**src/rtl/sdram_wr_pkg.sv**
```systemverilog
// Constants and types shared by the write path of the DRAM device model
package sdram_wr_pkg;
	// Data, mask and address widths (x16 organisation)
	localparam int DQ_W = 16;
	localparam int MASK_W = 2;
	localparam int ROW_W = 13;
	localparam int COL_W = 9;
	localparam int BANK_W = 2;
	localparam int NBANK = 4;
	localparam int ADDR_W = 13;
	// Address bit that selects auto precharge or all banks
	localparam int AP_BIT = 10;
	// Command codes {chip select, row, column, write enable}
	localparam logic [3:0] CMD_WRITE = 4'h4;
	localparam logic [3:0] CMD_READ = 4'h5;
	localparam logic [3:0] CMD_PRE = 4'h2;
	localparam logic [3:0] CMD_ACT = 4'h3;
	localparam logic [3:0] CMD_BST = 4'h6;
	localparam logic [3:0] CMD_NOP = 4'h7;
	// Burst length codes
	localparam logic [2:0] BL_1 = 3'h0;
	localparam logic [2:0] BL_2 = 3'h1;
	localparam logic [2:0] BL_4 = 3'h2;
	localparam logic [2:0] BL_8 = 3'h3;
	localparam logic [2:0] BL_PAGE = 3'h7;
	// Burst lengths as element counts
	localparam logic [9:0] LEN_1 = 10'h001;
	localparam logic [9:0] LEN_2 = 10'h002;
	localparam logic [9:0] LEN_4 = 10'h004;
	localparam logic [9:0] LEN_8 = 10'h008;
	localparam logic [9:0] LEN_PAGE = 10'h200;
	// Last column of a page
	localparam logic [COL_W-1:0] COL_LAST = 9'h1ff;
	// Clock and write recovery timing
	localparam int CLK_PERIOD_NS = 50;
	localparam int WR_RECOVERY_NS = 15;
	localparam int WR_REC_RAW =
		(WR_RECOVERY_NS + CLK_PERIOD_NS - 1) / CLK_PERIOD_NS;
	// One whole clock plus time: never fewer than two edges
	localparam int WR_REC_INT = (WR_REC_RAW < 2) ? 2 : WR_REC_RAW;
	localparam int REC_W = 4;
	localparam logic [REC_W-1:0] WR_REC_CYC = REC_W'(WR_REC_INT);
	localparam logic [REC_W-1:0] REC_ONE = 4'h1;
	// Write request FIFO shape
	localparam int FIFO_DEPTH = 4;
	localparam int REQ_W = BANK_W + ROW_W + COL_W + DQ_W + MASK_W;
	// Power state, one-hot
	typedef enum logic [2:0] {
		PWR_RUN = 3'b001,
		PWR_PRE = 3'b010,
		PWR_ACT = 3'b100
	} pwr_state_t;
endpackage

```
**src/rtl/write_fifo.sv**
```systemverilog
// Small FIFO holding write requests on their way to the array
`timescale 1ns/100ps
`default_nettype none
module write_fifo
#(
	parameter int WIDTH = 8,
	parameter int DEPTH = 4
)
(
	input wire logic clk,
	input wire logic rst_n,
	input wire logic in_valid,
	output logic in_ready,
	input wire logic [WIDTH-1:0] in_data,
	output logic out_valid,
	input wire logic out_ready,
	output logic [WIDTH-1:0] out_data
);
	localparam int PW = $clog2(DEPTH);
	// Storage words
	logic [WIDTH-1:0] mem [DEPTH];
	// Read and write pointers
	logic [PW-1:0] rd_ptr;
	logic [PW-1:0] wr_ptr;
	// Occupancy
	logic [PW:0] count;
	logic push;
	logic pop;

	// Honest full and empty
	assign in_ready = (count != (PW+1)'(DEPTH));
	assign out_valid = (count != '0);
	assign push = in_valid && in_ready;
	assign pop = out_valid && out_ready;
	// Head word straight from the storage registers
	assign out_data = mem[rd_ptr];

	// Storage write
	always_ff @(posedge clk)
	begin
		if (push)
			mem[wr_ptr] <= in_data;
	end

	// Pointers and occupancy
	always_ff @(posedge clk)
	begin
		if (!rst_n)
		begin
			rd_ptr <= '0;
			wr_ptr <= '0;
			count <= '0;
		end
		else
		begin
			if (push)
				wr_ptr <= (wr_ptr == PW'(DEPTH-1)) ? '0 : wr_ptr + 1'b1;
			if (pop)
				rd_ptr <= (rd_ptr == PW'(DEPTH-1)) ? '0 : rd_ptr + 1'b1;
			if (push && !pop)
				count <= count + 1'b1;
			else if (pop && !push)
				count <= count - 1'b1;
		end
	end
endmodule // write_fifo
`default_nettype wire

```
**src/rtl/sdram_write_precharge_powerdown.sv**
```systemverilog
// Write bursts, precharge and power-down of a four-bank DRAM device
`timescale 1ns/100ps
`default_nettype none
module sdram_write_precharge_powerdown
	import sdram_wr_pkg::*;
(
	input wire logic clk,
	input wire logic rst_n,
	input wire logic cke,
	input wire logic cs_n,
	input wire logic ras_n,
	input wire logic cas_n,
	input wire logic we_n,
	input wire logic [ADDR_W-1:0] addr,
	input wire logic bank_select_low,
	input wire logic bank_select_high,
	input wire logic [2:0] burst_len_code,
	input wire logic [DQ_W-1:0] dq_in,
	output logic [DQ_W-1:0] dq_out,
	output logic dq_oe,
	input wire logic [MASK_W-1:0] dqm,
	output logic write_path_ready,
	output logic arr_valid,
	input wire logic arr_ready,
	output logic [BANK_W-1:0] arr_bank,
	output logic [ROW_W-1:0] arr_row,
	output logic [COL_W-1:0] arr_col,
	output logic [DQ_W-1:0] arr_data,
	output logic [MASK_W-1:0] arr_mask,
	output logic [NBANK-1:0] bank_open,
	output logic [NBANK-1:0] precharge_strobe,
	output logic power_down,
	output logic active_power_down
);
	// Burst length in elements for a code
	function automatic logic [9:0] burst_len(input logic [2:0] code);
		logic [9:0] len;
		len = LEN_1;
		unique case (code)
			BL_2: len = LEN_2;
			BL_4: len = LEN_4;
			BL_8: len = LEN_8;
			BL_PAGE: len = LEN_PAGE;
			default: len = LEN_1;
		endcase
		return len;
	endfunction

	// Column after col within the burst
	function automatic logic [COL_W-1:0] col_next(
		input logic [COL_W-1:0] col,
		input logic [COL_W-1:0] start,
		input logic [2:0] code);
		logic [COL_W-1:0] wrap;
		logic [COL_W-1:0] inc;
		wrap = COL_W'(burst_len(code) - 10'h001);
		inc = col + 1'b1;
		if (code == BL_PAGE)
			return (col == COL_LAST) ? start : inc;
		else
			return (col & ~wrap) | (inc & wrap);
	endfunction

	// Power state
	pwr_state_t pwr;
	// Clock enable seen at the previous edge
	logic cke_prev;
	// Open row per bank
	logic [ROW_W-1:0] row [NBANK];
	// Burst in progress and its context
	logic burst_on;
	logic [BANK_W-1:0] bst_bank;
	logic [COL_W-1:0] bst_col;
	logic [COL_W-1:0] bst_start;
	logic [2:0] bst_code;
	logic [9:0] bst_left;
	logic bst_ap;
	// Write recovery countdown per bank
	logic [REC_W-1:0] rec_cnt [NBANK];
	// Decode
	logic [3:0] cmd;
	logic awake;
	logic nop_inh;
	logic is_write;
	logic is_read;
	logic is_pre;
	logic is_act;
	logic is_bst;
	logic [BANK_W-1:0] bank_in;
	logic pre_hits;
	logic burst_cont;
	logic burst_last;
	logic wr_single;
	logic [NBANK-1:0] ap_start;
	logic [NBANK-1:0] ap_done;
	logic rec_busy;
	// FIFO feed
	logic push_valid;
	logic [BANK_W-1:0] push_bank;
	logic [COL_W-1:0] push_col;
	logic [REQ_W-1:0] push_data;
	logic [REQ_W-1:0] head;

	// Strobes form the command word
	assign cmd = {cs_n, ras_n, cas_n, we_n};
	// Inputs only count when running with clock enable high
	assign awake = (pwr == PWR_RUN) && cke;
	assign nop_inh = cs_n || (cmd == CMD_NOP);
	assign is_write = awake && (cmd == CMD_WRITE);
	assign is_read = awake && (cmd == CMD_READ);
	assign is_pre = awake && (cmd == CMD_PRE);
	assign is_act = awake && (cmd == CMD_ACT);
	assign is_bst = awake && (cmd == CMD_BST);
	assign bank_in = {bank_select_high, bank_select_low};
	// Precharge that closes the bursting bank ends its data
	assign pre_hits = is_pre && (addr[AP_BIT] || bank_in == bst_bank);
	// Burst data keeps flowing unless a command ends it
	assign burst_cont = burst_on && awake && !is_write && !is_read
		&& !is_bst && !pre_hits;
	// Element taken now is the last of a fixed burst
	assign burst_last = burst_cont && (bst_code != BL_PAGE)
		&& (bst_left == 10'h001);
	// Single-element write finishes on its own edge
	assign wr_single = is_write && (burst_len(burst_len_code) == LEN_1);

	// Auto precharge starts when its burst ends or is cut by a write, read or burst stop
	always_comb
	begin
		ap_start = '0;
		if (wr_single && addr[AP_BIT])
			ap_start[bank_in] = 1'b1;
		if (bst_ap && (burst_last
			|| (burst_on && (is_write || is_read || is_bst))))
			ap_start[bst_bank] = 1'b1;
	end

	// Recovery countdown expiry per bank
	always_comb
	begin
		ap_done = '0;
		rec_busy = 1'b0;
		for (int b = 0; b < NBANK; b++)
		begin
			if (rec_cnt[b] == REC_ONE)
				ap_done[b] = 1'b1;
			if (rec_cnt[b] != '0)
				rec_busy = 1'b1;
		end
	end

	// Pick the element offered to the array this edge
	always_comb
	begin
		push_valid = is_write || burst_cont;
		push_bank = is_write ? bank_in : bst_bank;
		push_col = is_write ? addr[COL_W-1:0] : bst_col;
		push_data = {push_bank, row[push_bank], push_col, dq_in, dqm};
	end

	// Write requests wait here for the array
	write_fifo #(
		.WIDTH(REQ_W),
		.DEPTH(FIFO_DEPTH)
	) u_fifo (
		.clk(clk),
		.rst_n(rst_n),
		.in_valid(push_valid),
		.in_ready(write_path_ready),
		.in_data(push_data),
		.out_valid(arr_valid),
		.out_ready(arr_ready),
		.out_data(head)
	);

	// Split the head word toward the array
	assign arr_mask = head[MASK_W-1:0];
	assign arr_data = head[MASK_W +: DQ_W];
	assign arr_col = head[MASK_W+DQ_W +: COL_W];
	assign arr_row = head[MASK_W+DQ_W+COL_W +: ROW_W];
	assign arr_bank = head[REQ_W-1 -: BANK_W];
	// Device never drives data during writes
	assign dq_out = '0;
	assign dq_oe = 1'b0;

	// Burst tracking
	always_ff @(posedge clk)
	begin
		if (!rst_n)
		begin
			burst_on <= 1'b0;
			bst_bank <= '0;
			bst_col <= '0;
			bst_start <= '0;
			bst_code <= BL_1;
			bst_left <= '0;
			bst_ap <= 1'b0;
		end
		else if (is_write)
		begin
			// New write replaces any running burst
			bst_bank <= bank_in;
			bst_start <= addr[COL_W-1:0];
			bst_col <= col_next(addr[COL_W-1:0], addr[COL_W-1:0],
				burst_len_code);
			bst_code <= burst_len_code;
			bst_left <= burst_len(burst_len_code) - 10'h001;
			bst_ap <= addr[AP_BIT];
			burst_on <= !wr_single;
		end
		else if (burst_cont)
		begin
			// Step to the next column
			bst_col <= col_next(bst_col, bst_start, bst_code);
			bst_left <= bst_left - 10'h001;
			if (burst_last)
				burst_on <= 1'b0;
		end
		else if (burst_on && awake)
		begin
			// Read, burst stop or precharge ends the burst
			burst_on <= 1'b0;
			bst_ap <= 1'b0;
		end
	end

	// Write recovery countdown before auto precharge
	always_ff @(posedge clk)
	begin
		if (!rst_n)
		begin
			for (int b = 0; b < NBANK; b++)
				rec_cnt[b] <= '0;
		end
		else
		begin
			for (int b = 0; b < NBANK; b++)
			begin
				if (ap_start[b])
					rec_cnt[b] <= WR_REC_CYC;
				else if (rec_cnt[b] != '0)
					rec_cnt[b] <= rec_cnt[b] - 1'b1;
			end
		end
	end

	// Row activation bookkeeping
	always_ff @(posedge clk)
	begin
		if (!rst_n)
		begin
			for (int b = 0; b < NBANK; b++)
				row[b] <= '0;
		end
		else if (is_act)
			row[bank_in] <= addr[ROW_W-1:0];
	end

	// Open and closed banks
	always_ff @(posedge clk)
	begin
		if (!rst_n)
		begin
			bank_open <= '0;
			precharge_strobe <= '0;
		end
		else
		begin
			precharge_strobe <= ap_done;
			if (is_pre && addr[AP_BIT])
			begin
				// All banks close, bank select ignored
				bank_open <= '0;
				precharge_strobe <= '1;
			end
			else if (is_pre)
			begin
				// Recovery expiry on other banks still closes them
				bank_open <= bank_open & ~ap_done;
				// One named bank closes
				bank_open[bank_in] <= 1'b0;
				precharge_strobe[bank_in] <= 1'b1;
			end
			else
			begin
				// Activation opens, recovery expiry closes
				bank_open <= bank_open & ~ap_done;
				if (is_act)
					bank_open[bank_in] <= 1'b1;
			end
		end
	end

	// Clock enable history
	always_ff @(posedge clk)
	begin
		if (!rst_n)
			cke_prev <= 1'b1;
		else
			cke_prev <= cke;
	end

	// Power-down entry and exit
	always_ff @(posedge clk)
	begin
		if (!rst_n)
			pwr <= PWR_RUN;
		else
		begin
			unique case (pwr)
				PWR_RUN:
				begin
					// Enter only with no burst or write recovery in flight; queued array writes may remain
					if (cke_prev && !cke && nop_inh && !burst_on
						&& !rec_busy)
						pwr <= (bank_open == '0) ? PWR_PRE : PWR_ACT;
				end
				PWR_PRE, PWR_ACT:
				begin
					// Exit edge leaves the next edge free for commands
					if (cke && nop_inh)
						pwr <= PWR_RUN;
				end
				default:
					pwr <= PWR_RUN;
			endcase
		end
	end

	// Power state flags
	assign power_down = (pwr != PWR_RUN);
	assign active_power_down = (pwr == PWR_ACT);
endmodule // sdram_write_precharge_powerdown
`default_nettype wire

```
**config.mk**
```make
export PLATFORM = sky130hd
export DESIGN_NAME = sdram_write_precharge_powerdown
export DESIGN_NICKNAME = d
export VERILOG_FILES = /design/src/rtl/sdram_wr_pkg.sv /design/src/rtl/write_fifo.sv /design/src/rtl/sdram_write_precharge_powerdown.sv
export SDC_FILE = /design/constraint.sdc
export NUM_CORES = 1
export LEC_CHECK = 0
export ABC_AREA = 0
export BUFFER_PORTS_ARGS = -buffer_cell sky130_fd_sc_hd__buf_2
export CORE_MARGIN = 2
export CORE_UTILIZATION = 50
export CTS_CLUSTER_DIAMETER = 30
export DETAILED_ROUTE_END_ITERATION = 8
export PLACE_DENSITY_LB_ADDON = 0.05
export SYNTH_ARGS = -nofsm -noshare
export SYNTH_HDL_FRONTEND = slang
export SYNTH_SLANG_ARGS = --single-unit
```
**constraint.sdc**
```tcl
create_clock -name clk -period 4.2 [get_ports clk]
set_clock_uncertainty 0.2 [all_clocks]
set_input_delay 0.21 -clock clk [delete_from_list [all_inputs] [get_ports clk]]
set_output_delay 0.21 -clock clk [all_outputs]
set_load 0.03 [all_outputs]
```
Word level (Yosys, flattened, before mapping)
Memory sizes are Yosys's and may differ from the RTL's. A register that Yosys moved wholly into a read port is not among the register bits.
Cells that the tools add are included.
Widths: inputs -> output; s select.
{ "word_totals": {"inputBits": 44, "ram_bits": 236, "latch_bits": 0, "wordCells": 250, "output_inout_bits": 71, "rom_bits": 0, "ff_bits": 54, "n_memories": 3} }
{ "mem_list": {"columns": ["memory", "depth", "word_bits", "rd", "rd_ports_with_merged_regs", "wr", "line_no", "rtl"], "rows": [
  ["u_fifo.mem", 4, 42, 1, 1, 1, "write_fifo.sv:21", "logic [WIDTH-1:0] mem [DEPTH];"],
  ["row", 4, 13, 1, 0, 4, "sdram_write_precharge_powerdown.sv:69", "logic [ROW_W-1:0] row [NBANK];"],
  ["rec_cnt", 4, 4, 4, 0, 4, "sdram_write_precharge_powerdown.sv:79", "logic [REC_W-1:0] rec_cnt [NBANK];"]
]} }
{ "classes": {"mux": 95, "shift": 0, "n_addsub": 13, "n_lt_le_gt_ge": 4, "div": 0, "reduce_logical": 62, "eq_ne": 35, "bitwise_logic": 24, "multipliers": 0} }
{ "op_table": {"columns": ["operator", "count"], "rows": [
  ["$mux 9", 10],
  ["$mux 4", 14],
  ["$mux 1", 50],
  ["$mux 10", 4],
  ["$pmux 10 s4", 1],
  ["$and 9x9->9", 4],
  ["$logic_and 1x1->1", 30],
  ["$eq 10x1->1 const B", 2],
  ["$sub 10x1->10 const B", 2],
  ["$add 9x1->9 const B", 2],
  ["$eq 9x9->1 const B", 2],
  ["$not 9->9", 2],
  ["$or 9x9->9", 2],
  ["$eq 4x1->1 const B", 4],
  ["$eq 4x3->1 const B", 4],
  ["$pmux 4 s4", 1],
  ["$reduce_bool 4->1", 4],
  ["$sub 4x1->4 const B", 4],
  ["$eq 3x2->1 const B", 5],
  ["$mux 3", 5],
  ["$mux 13", 1],
  ["$reduce_or 13->1", 1],
  ["$mux 2", 6],
  ["$or 4x4->4", 3],
  ["other kinds (29)", 70]
]} }

Longest topological paths before layout
{ "logic_depth": {"word_depth": 18, "mapped_depth": 13, "ltp_nobuf": 11} }

By module
Synthesis repeated with hierarchy kept, for this count alone.
{ "hier_totals": {"cells_unflattened": 950, "hier_area_um2": 13146.4} }
{ "by_module_without_submodules": {"columns": ["module", "n_inst", "area_per_inst_um2", "cells_each", "seq_area_each_um2"], "rows": [
  ["sdram_write_precharge_powerdown", 1, 6608.8, 679, 2982.9],
  ["write_fifo", 1, 6537.5, 271, 5225.0]
]} }

Least setup slack after synthesis
Ideal clock, no wire load.
{ "synth_path": {"kind": "reg-to-reg", "start": "register pwr[1]", "end": "memory u_fifo.mem[3][0] in the netlist's numbering, enable pin", "stages_incl_launch_ff": 8, "n_path_buf": 2, "arrival_ns": 2.761, "setup_slack_ns": 0.836, "period_less_slack_ns": 3.364, "setup_time_ns": 0.404, "required_time_ns": 3.596, "path_cell_list": "dfxtp_1 -> buf_6 -> nand4bb_4 -> a211oi_2 -> o21ai_2 -> buf_2 -> a21boi_1 -> and2_1"} }
{ "synth_via": {"elab_chain_len": 12, "word_cells_on_any_way": 20, "cone_classes": "eq/ne (1); mux (2); reduce/logical (17)"} }
{ "synth_lines": {"columns": ["element", "line_no", "rtl"], "rows": [
  ["start: declaration", "sdram_write_precharge_powerdown.sv:65", "pwr_state_t pwr;"],
  ["start signal: assignment", "sdram_write_precharge_powerdown.sv:315", "pwr <= (bank_open == '0) ? PWR_PRE : PWR_ACT;"],
  ["$eq 3x1->1 *", "sdram_write_precharge_powerdown.sv:107", "assign awake = (pwr == PWR_RUN) && cke;"],
  ["$logic_and 1x1->1 *", "sdram_write_precharge_powerdown.sv:107", null],
  ["$logic_and 1x1->1", "sdram_write_precharge_powerdown.sv:109", "assign is_write = awake && (cmd == CMD_WRITE);"],
  ["$logic_not 1->1", "sdram_write_precharge_powerdown.sv:118", "assign burst_cont = burst_on && awake && !is_write && !is_read"],
  ["$logic_and 1x1->1 (2 in series)", "sdram_write_precharge_powerdown.sv:118", null],
  ["$logic_and 1x1->1 (2 in series)", "sdram_write_precharge_powerdown.sv:119", "&& !is_bst && !pre_hits;"],
  ["$logic_or 1x1->1 *", "sdram_write_precharge_powerdown.sv:154", "push_valid = is_write || burst_cont;"],
  ["$logic_and 1x1->1 *", "write_fifo.sv:33", "assign push = in_valid && in_ready;"],
  ["net u_fifo.push", "write_fifo.sv:27", "logic push;"],
  ["$mux 1 *", "write_fifo.sv:41", "if (push)"],
  ["$mux 1 (not written as such) *", "write_fifo.sv:42", "mem[wr_ptr] <= in_data;"],
  ["end: declaration", "write_fifo.sv:21", null]
]} }
The timed path passes the listed nets; every way through them passes the cells marked *.

Final worst setup path
{ "layout_path": {"start": "register pwr[1]", "end": "register u_fifo.count[2]"} }
{ "layout_via": {"elab_chain_len": 13, "word_cells_on_any_way": 23, "cone_classes": "eq/ne (1); mux (1); reduce/logical (21)"} }
{ "layout_lines": {"columns": ["element", "line_no", "rtl"], "rows": [
  ["$eq 3x1->1 *", "sdram_write_precharge_powerdown.sv:107", null],
  ["$logic_and 1x1->1 *", "sdram_write_precharge_powerdown.sv:107", null],
  ["$logic_and 1x1->1", "sdram_write_precharge_powerdown.sv:109", null],
  ["$logic_not 1->1", "sdram_write_precharge_powerdown.sv:118", null],
  ["$logic_and 1x1->1 (2 in series)", "sdram_write_precharge_powerdown.sv:118", null],
  ["$logic_and 1x1->1 (2 in series)", "sdram_write_precharge_powerdown.sv:119", null],
  ["$logic_or 1x1->1 *", "sdram_write_precharge_powerdown.sv:154", null],
  ["$logic_and 1x1->1 *", "write_fifo.sv:33", null],
  ["net u_fifo.push", "write_fifo.sv:27", null],
  ["$logic_not 1->1", "write_fifo.sv:62", "else if (pop && !push)"],
  ["$logic_and 1x1->1", "write_fifo.sv:62", null],
  ["$reduce_bool 2->1 (no line)", null, null],
  ["end signal: assignment", "write_fifo.sv:61", "count <= count + 1'b1;"],
  ["end signal: assignment", "write_fifo.sv:63", "count <= count - 1'b1;"],
  ["end: declaration", "write_fifo.sv:26", "logic [PW:0] count;"]
]} }
Marks and branches as above.
A chain may end at the register's enable or synchronous reset.

==> out/results.ini <==
[clock_tree]
cts_setup_buffers = 0
cts_tree = yes
post_cts_resized = 0
cts-root-buf = clkbuf_16
h-tree-depth = 3
cts_made_buffers = 66
worstSkewPairLatency_ps = 540
cts.sinks = 292
cts.clk_slew.worst_paths_ps = 40
clock_path_buffers = 3

[yosys]
seq_area_frac_synth = 0.628
syn_area_per_cell_um2 = 13.7
ys_warn_count = 0
yosys_register_bits = 292
ys_async_sr_fraction = 0
syn_inst = 955
syn_area_um2 = 13100
synth_edf_count = 236
synth_flop_cell = edfxtp_1
synth_cell_types = 70

[power_and_ir_drop]
power_density_nw_per_um2 = 620
p_clk_frac = 0.517
p_seq_frac = 0.335
comb_power_share = 0.149
p_sw_w = 0.00266
swShare = 0.257
ir_drop_mv = 0.437
p_int_w = 0.00767
p_leak_nw = 6.56

[worst_setup_path]
r2r-start = pwr[1]$_SDFFE_PN0P_
critPathMaxFanout = 14
ff2ff_path_depth = 10
critPathKind = reg -> reg
crit_arrival_ps = 3840
rrSetupSlack_ps = 620
required_ps = 4460
r2r_end = u_fifo.count[2]$_SDFFE_PN0P_
end_kind = flop
cp-start-kind = flop

[global_route]
first_global_vias = 8600
grt_pass1_wl_mm = 46.9
grt_remaining_overflow = 0
grt_max_degree = 43
antenna_found_initial = 1
grt_usage = 0.216

[route]
ant_nets = 0
vias = 8327
firstDrtPassIters = 4
drt_iter0_drc = 625
vias_per_cell = 5.49
route.detailed.drc = 0
wl_per_cell_um = 19.3
drt_wl_total_mm = 29.3

[final_layout]
final-seq-area_um2 = 8210
drive_gt1_frac = 0.244
syn_to_final_growth_pct = 27.3
nNetsFinal = 1198
fin_util = 0.644
stdcell_count = 1518
layout_common_cells = edfxtp_1 (236), buf_2 (97), nand2_1 (84), clkbuf_16 (67)
multiInputGateArea_um2 = 4490
fillers = 1943
layout_commonest_cell = edfxtp_1

[floorplan]
core_um2 = 25800
pin_count = 115
die_w_um = 166
num_rows = 59
start_util = 0.506
die_h_um = 166
dieArea_um2 = 27500

[worst_hold_path]
hold_path_depth = 3
whs_endpoint = row[2][8]$_SDFFCE_PN0P_
min_path_type = in -> reg
min_from = bank_select_high

[sta]
setup_viol = 0
hold_viol = 0
worst_slew_pin_slew_ps = 893
finalSetupTns_ps = 0
rsz0062_at_grt = false
post-route-period-util = 0.853
timing.final.crit_period_ps = 3580
drv_slew = 0
slew_headroom = 0.405
fmax_ghz = 0.279

[placement]
io_buffers = 97
gp_congestion = 0.871
placed_cells = 1357
dp_hpwl_mm = 18.0

[run]
max_cap_violations = 0

[outcome]
outcome = finished, final reports clean

kinds of logic (layout without fill, tap and decap cells):
family | Yosys count | after routing | share of synthesized area
AND/OR/NAND/NOR | 306 | 306 | 0.122
other | 1 | 18 | 0.000287
adder cells (fa/ha/maj) | 25 | 25 | 0.0245
AO/OA/AOI/OAI | 121 | 121 | 0.0623
flip-flops | 292 | 292 | 0.628
buffers and inverters | 93 | 304 | 0.0355
XOR/XNOR | 25 | 25 | 0.0167
multiplexers | 92 | 92 | 0.111
flip-flops by register name, summed over array words and instances, names as in the netlist, 2 cells and up, named ones only:
signal            count
u_fifo.mem          168
bst_code              3
rec_cnt              16
bst_start             9
pwr                   3
bst_bank              2
bank_open             4
bst_left             10
u_fifo.wr_ptr         2
precharge_strobe      4
u_fifo.rd_ptr         2
row                  52
u_fifo.count          3
what timing repair did:
action	4_1_cts	5_1_grt
endpoints found under the hold margin	155	0
setup endpoints to repair	0	0
hold buffers	39	0
Yosys cell counts, types with 9 or more instances:
library cell	number	area [um^2]
xnor2_1	12	105
o21ai_0	19	95.1
buf_4	17	128
ha_1	24	300
nand3_1	18	90.1
nor4_1	9	56.3
mux2i_1	48	480
clkbuf_1	40	150
nor3_1	25	125
or3_1	9	56.3
nand2_1	84	315
inv_1	25	93.8
nand4_1	10	62.6
and3_1	54	338
nor2_1	50	188
mux4_2	42	946
dfxtp_1	56	1120
a21oi_1	39	195
xor2_1	13	114
edfxtp_1	236	7090
metrics by stage:
stage | setup slack (ps) | hold WS (ps) | cell area, um^2 | total power (W)
after floorplan | 836 | 109 | 13100 | 0.00462
after global placement | 748 | 227 | 13900 | 0.00501
after detailed placement | 668 | 233 | 13900 | 0.00503
after CTS | 643 | 6.03 | 16600 | 0.0104
after global routing | 459 | 20.6 | 16700 | 0.0107
final | 619 | 31.6 | 16700 | 0.0103
layout make-up:
class / count / share of cell area
antenna: 1 / 0.000150
clock buffer: 76 / 0.103
clock inverter: 45 / 0.0364
inverter: 25 / 0.00564
multi-input combinational: 586 / 0.270
sequential: 292 / 0.493
tap: 335 / 0.0252
timing repair buffer: 158 / 0.0663
how the worst max path moves through the flow:
stage / from / to / slack, ps / depth (start not counted)
floorplan: pwr[1]$_SDFFE_PN0P_ / u_fifo.mem[3][0]$_DFFE_PP_ / 840 / 7
global placement: pwr[1]$_SDFFE_PN0P_ / u_fifo.count[2]$_SDFFE_PN0P_ / 750 / 10
global route: pwr[1]$_SDFFE_PN0P_ / u_fifo.count[2]$_SDFFE_PN0P_ / 460 / 10
finish: pwr[1]$_SDFFE_PN0P_ / u_fifo.count[2]$_SDFFE_PN0P_ / 620 / 10
detailed placement: pwr[1]$_SDFFE_PN0P_ / u_fifo.count[2]$_SDFFE_PN0P_ / 670 / 10
CTS: pwr[1]$_SDFFE_PN0P_ / u_fifo.count[2]$_SDFFE_PN0P_ / 640 / 10
worst max-delay path, cell delays in order (launching register included):
cell	delay, ps
dfxtp_1	480
nand4bb_4	250
or4_1	460
o21ai_2	140
a21boi_1	580
ha_1	310
inv_1	60
fa_1	380
xor2_1	180
or3_1	310
a21oi_1	140
power groups by stage:
| stage | clock network [W] | registers, W | logic, W |
|---|---|---|---|
| after floorplan | 0 | 0.00343 | 0.00119 |
| after global placement | 0 | 0.00351 | 0.00150 |
| after detailed placement | 0 | 0.00351 | 0.00151 |
| after CTS | 0.00541 | 0.00346 | 0.00156 |
| after global routing | 0.00557 | 0.00349 | 0.00168 |
| final | 0.00534 | 0.00346 | 0.00154 |
routing by layer:
metal  up-vias  global-route usage  share of wire
li1       3999                   -              -
met1      4043               0.285           0.44
met2       228               0.357           0.48
met3        57              0.0403          0.048
met4         0              0.0843          0.023
met5         -                   0              0
(Power assumes the default switching activity.)
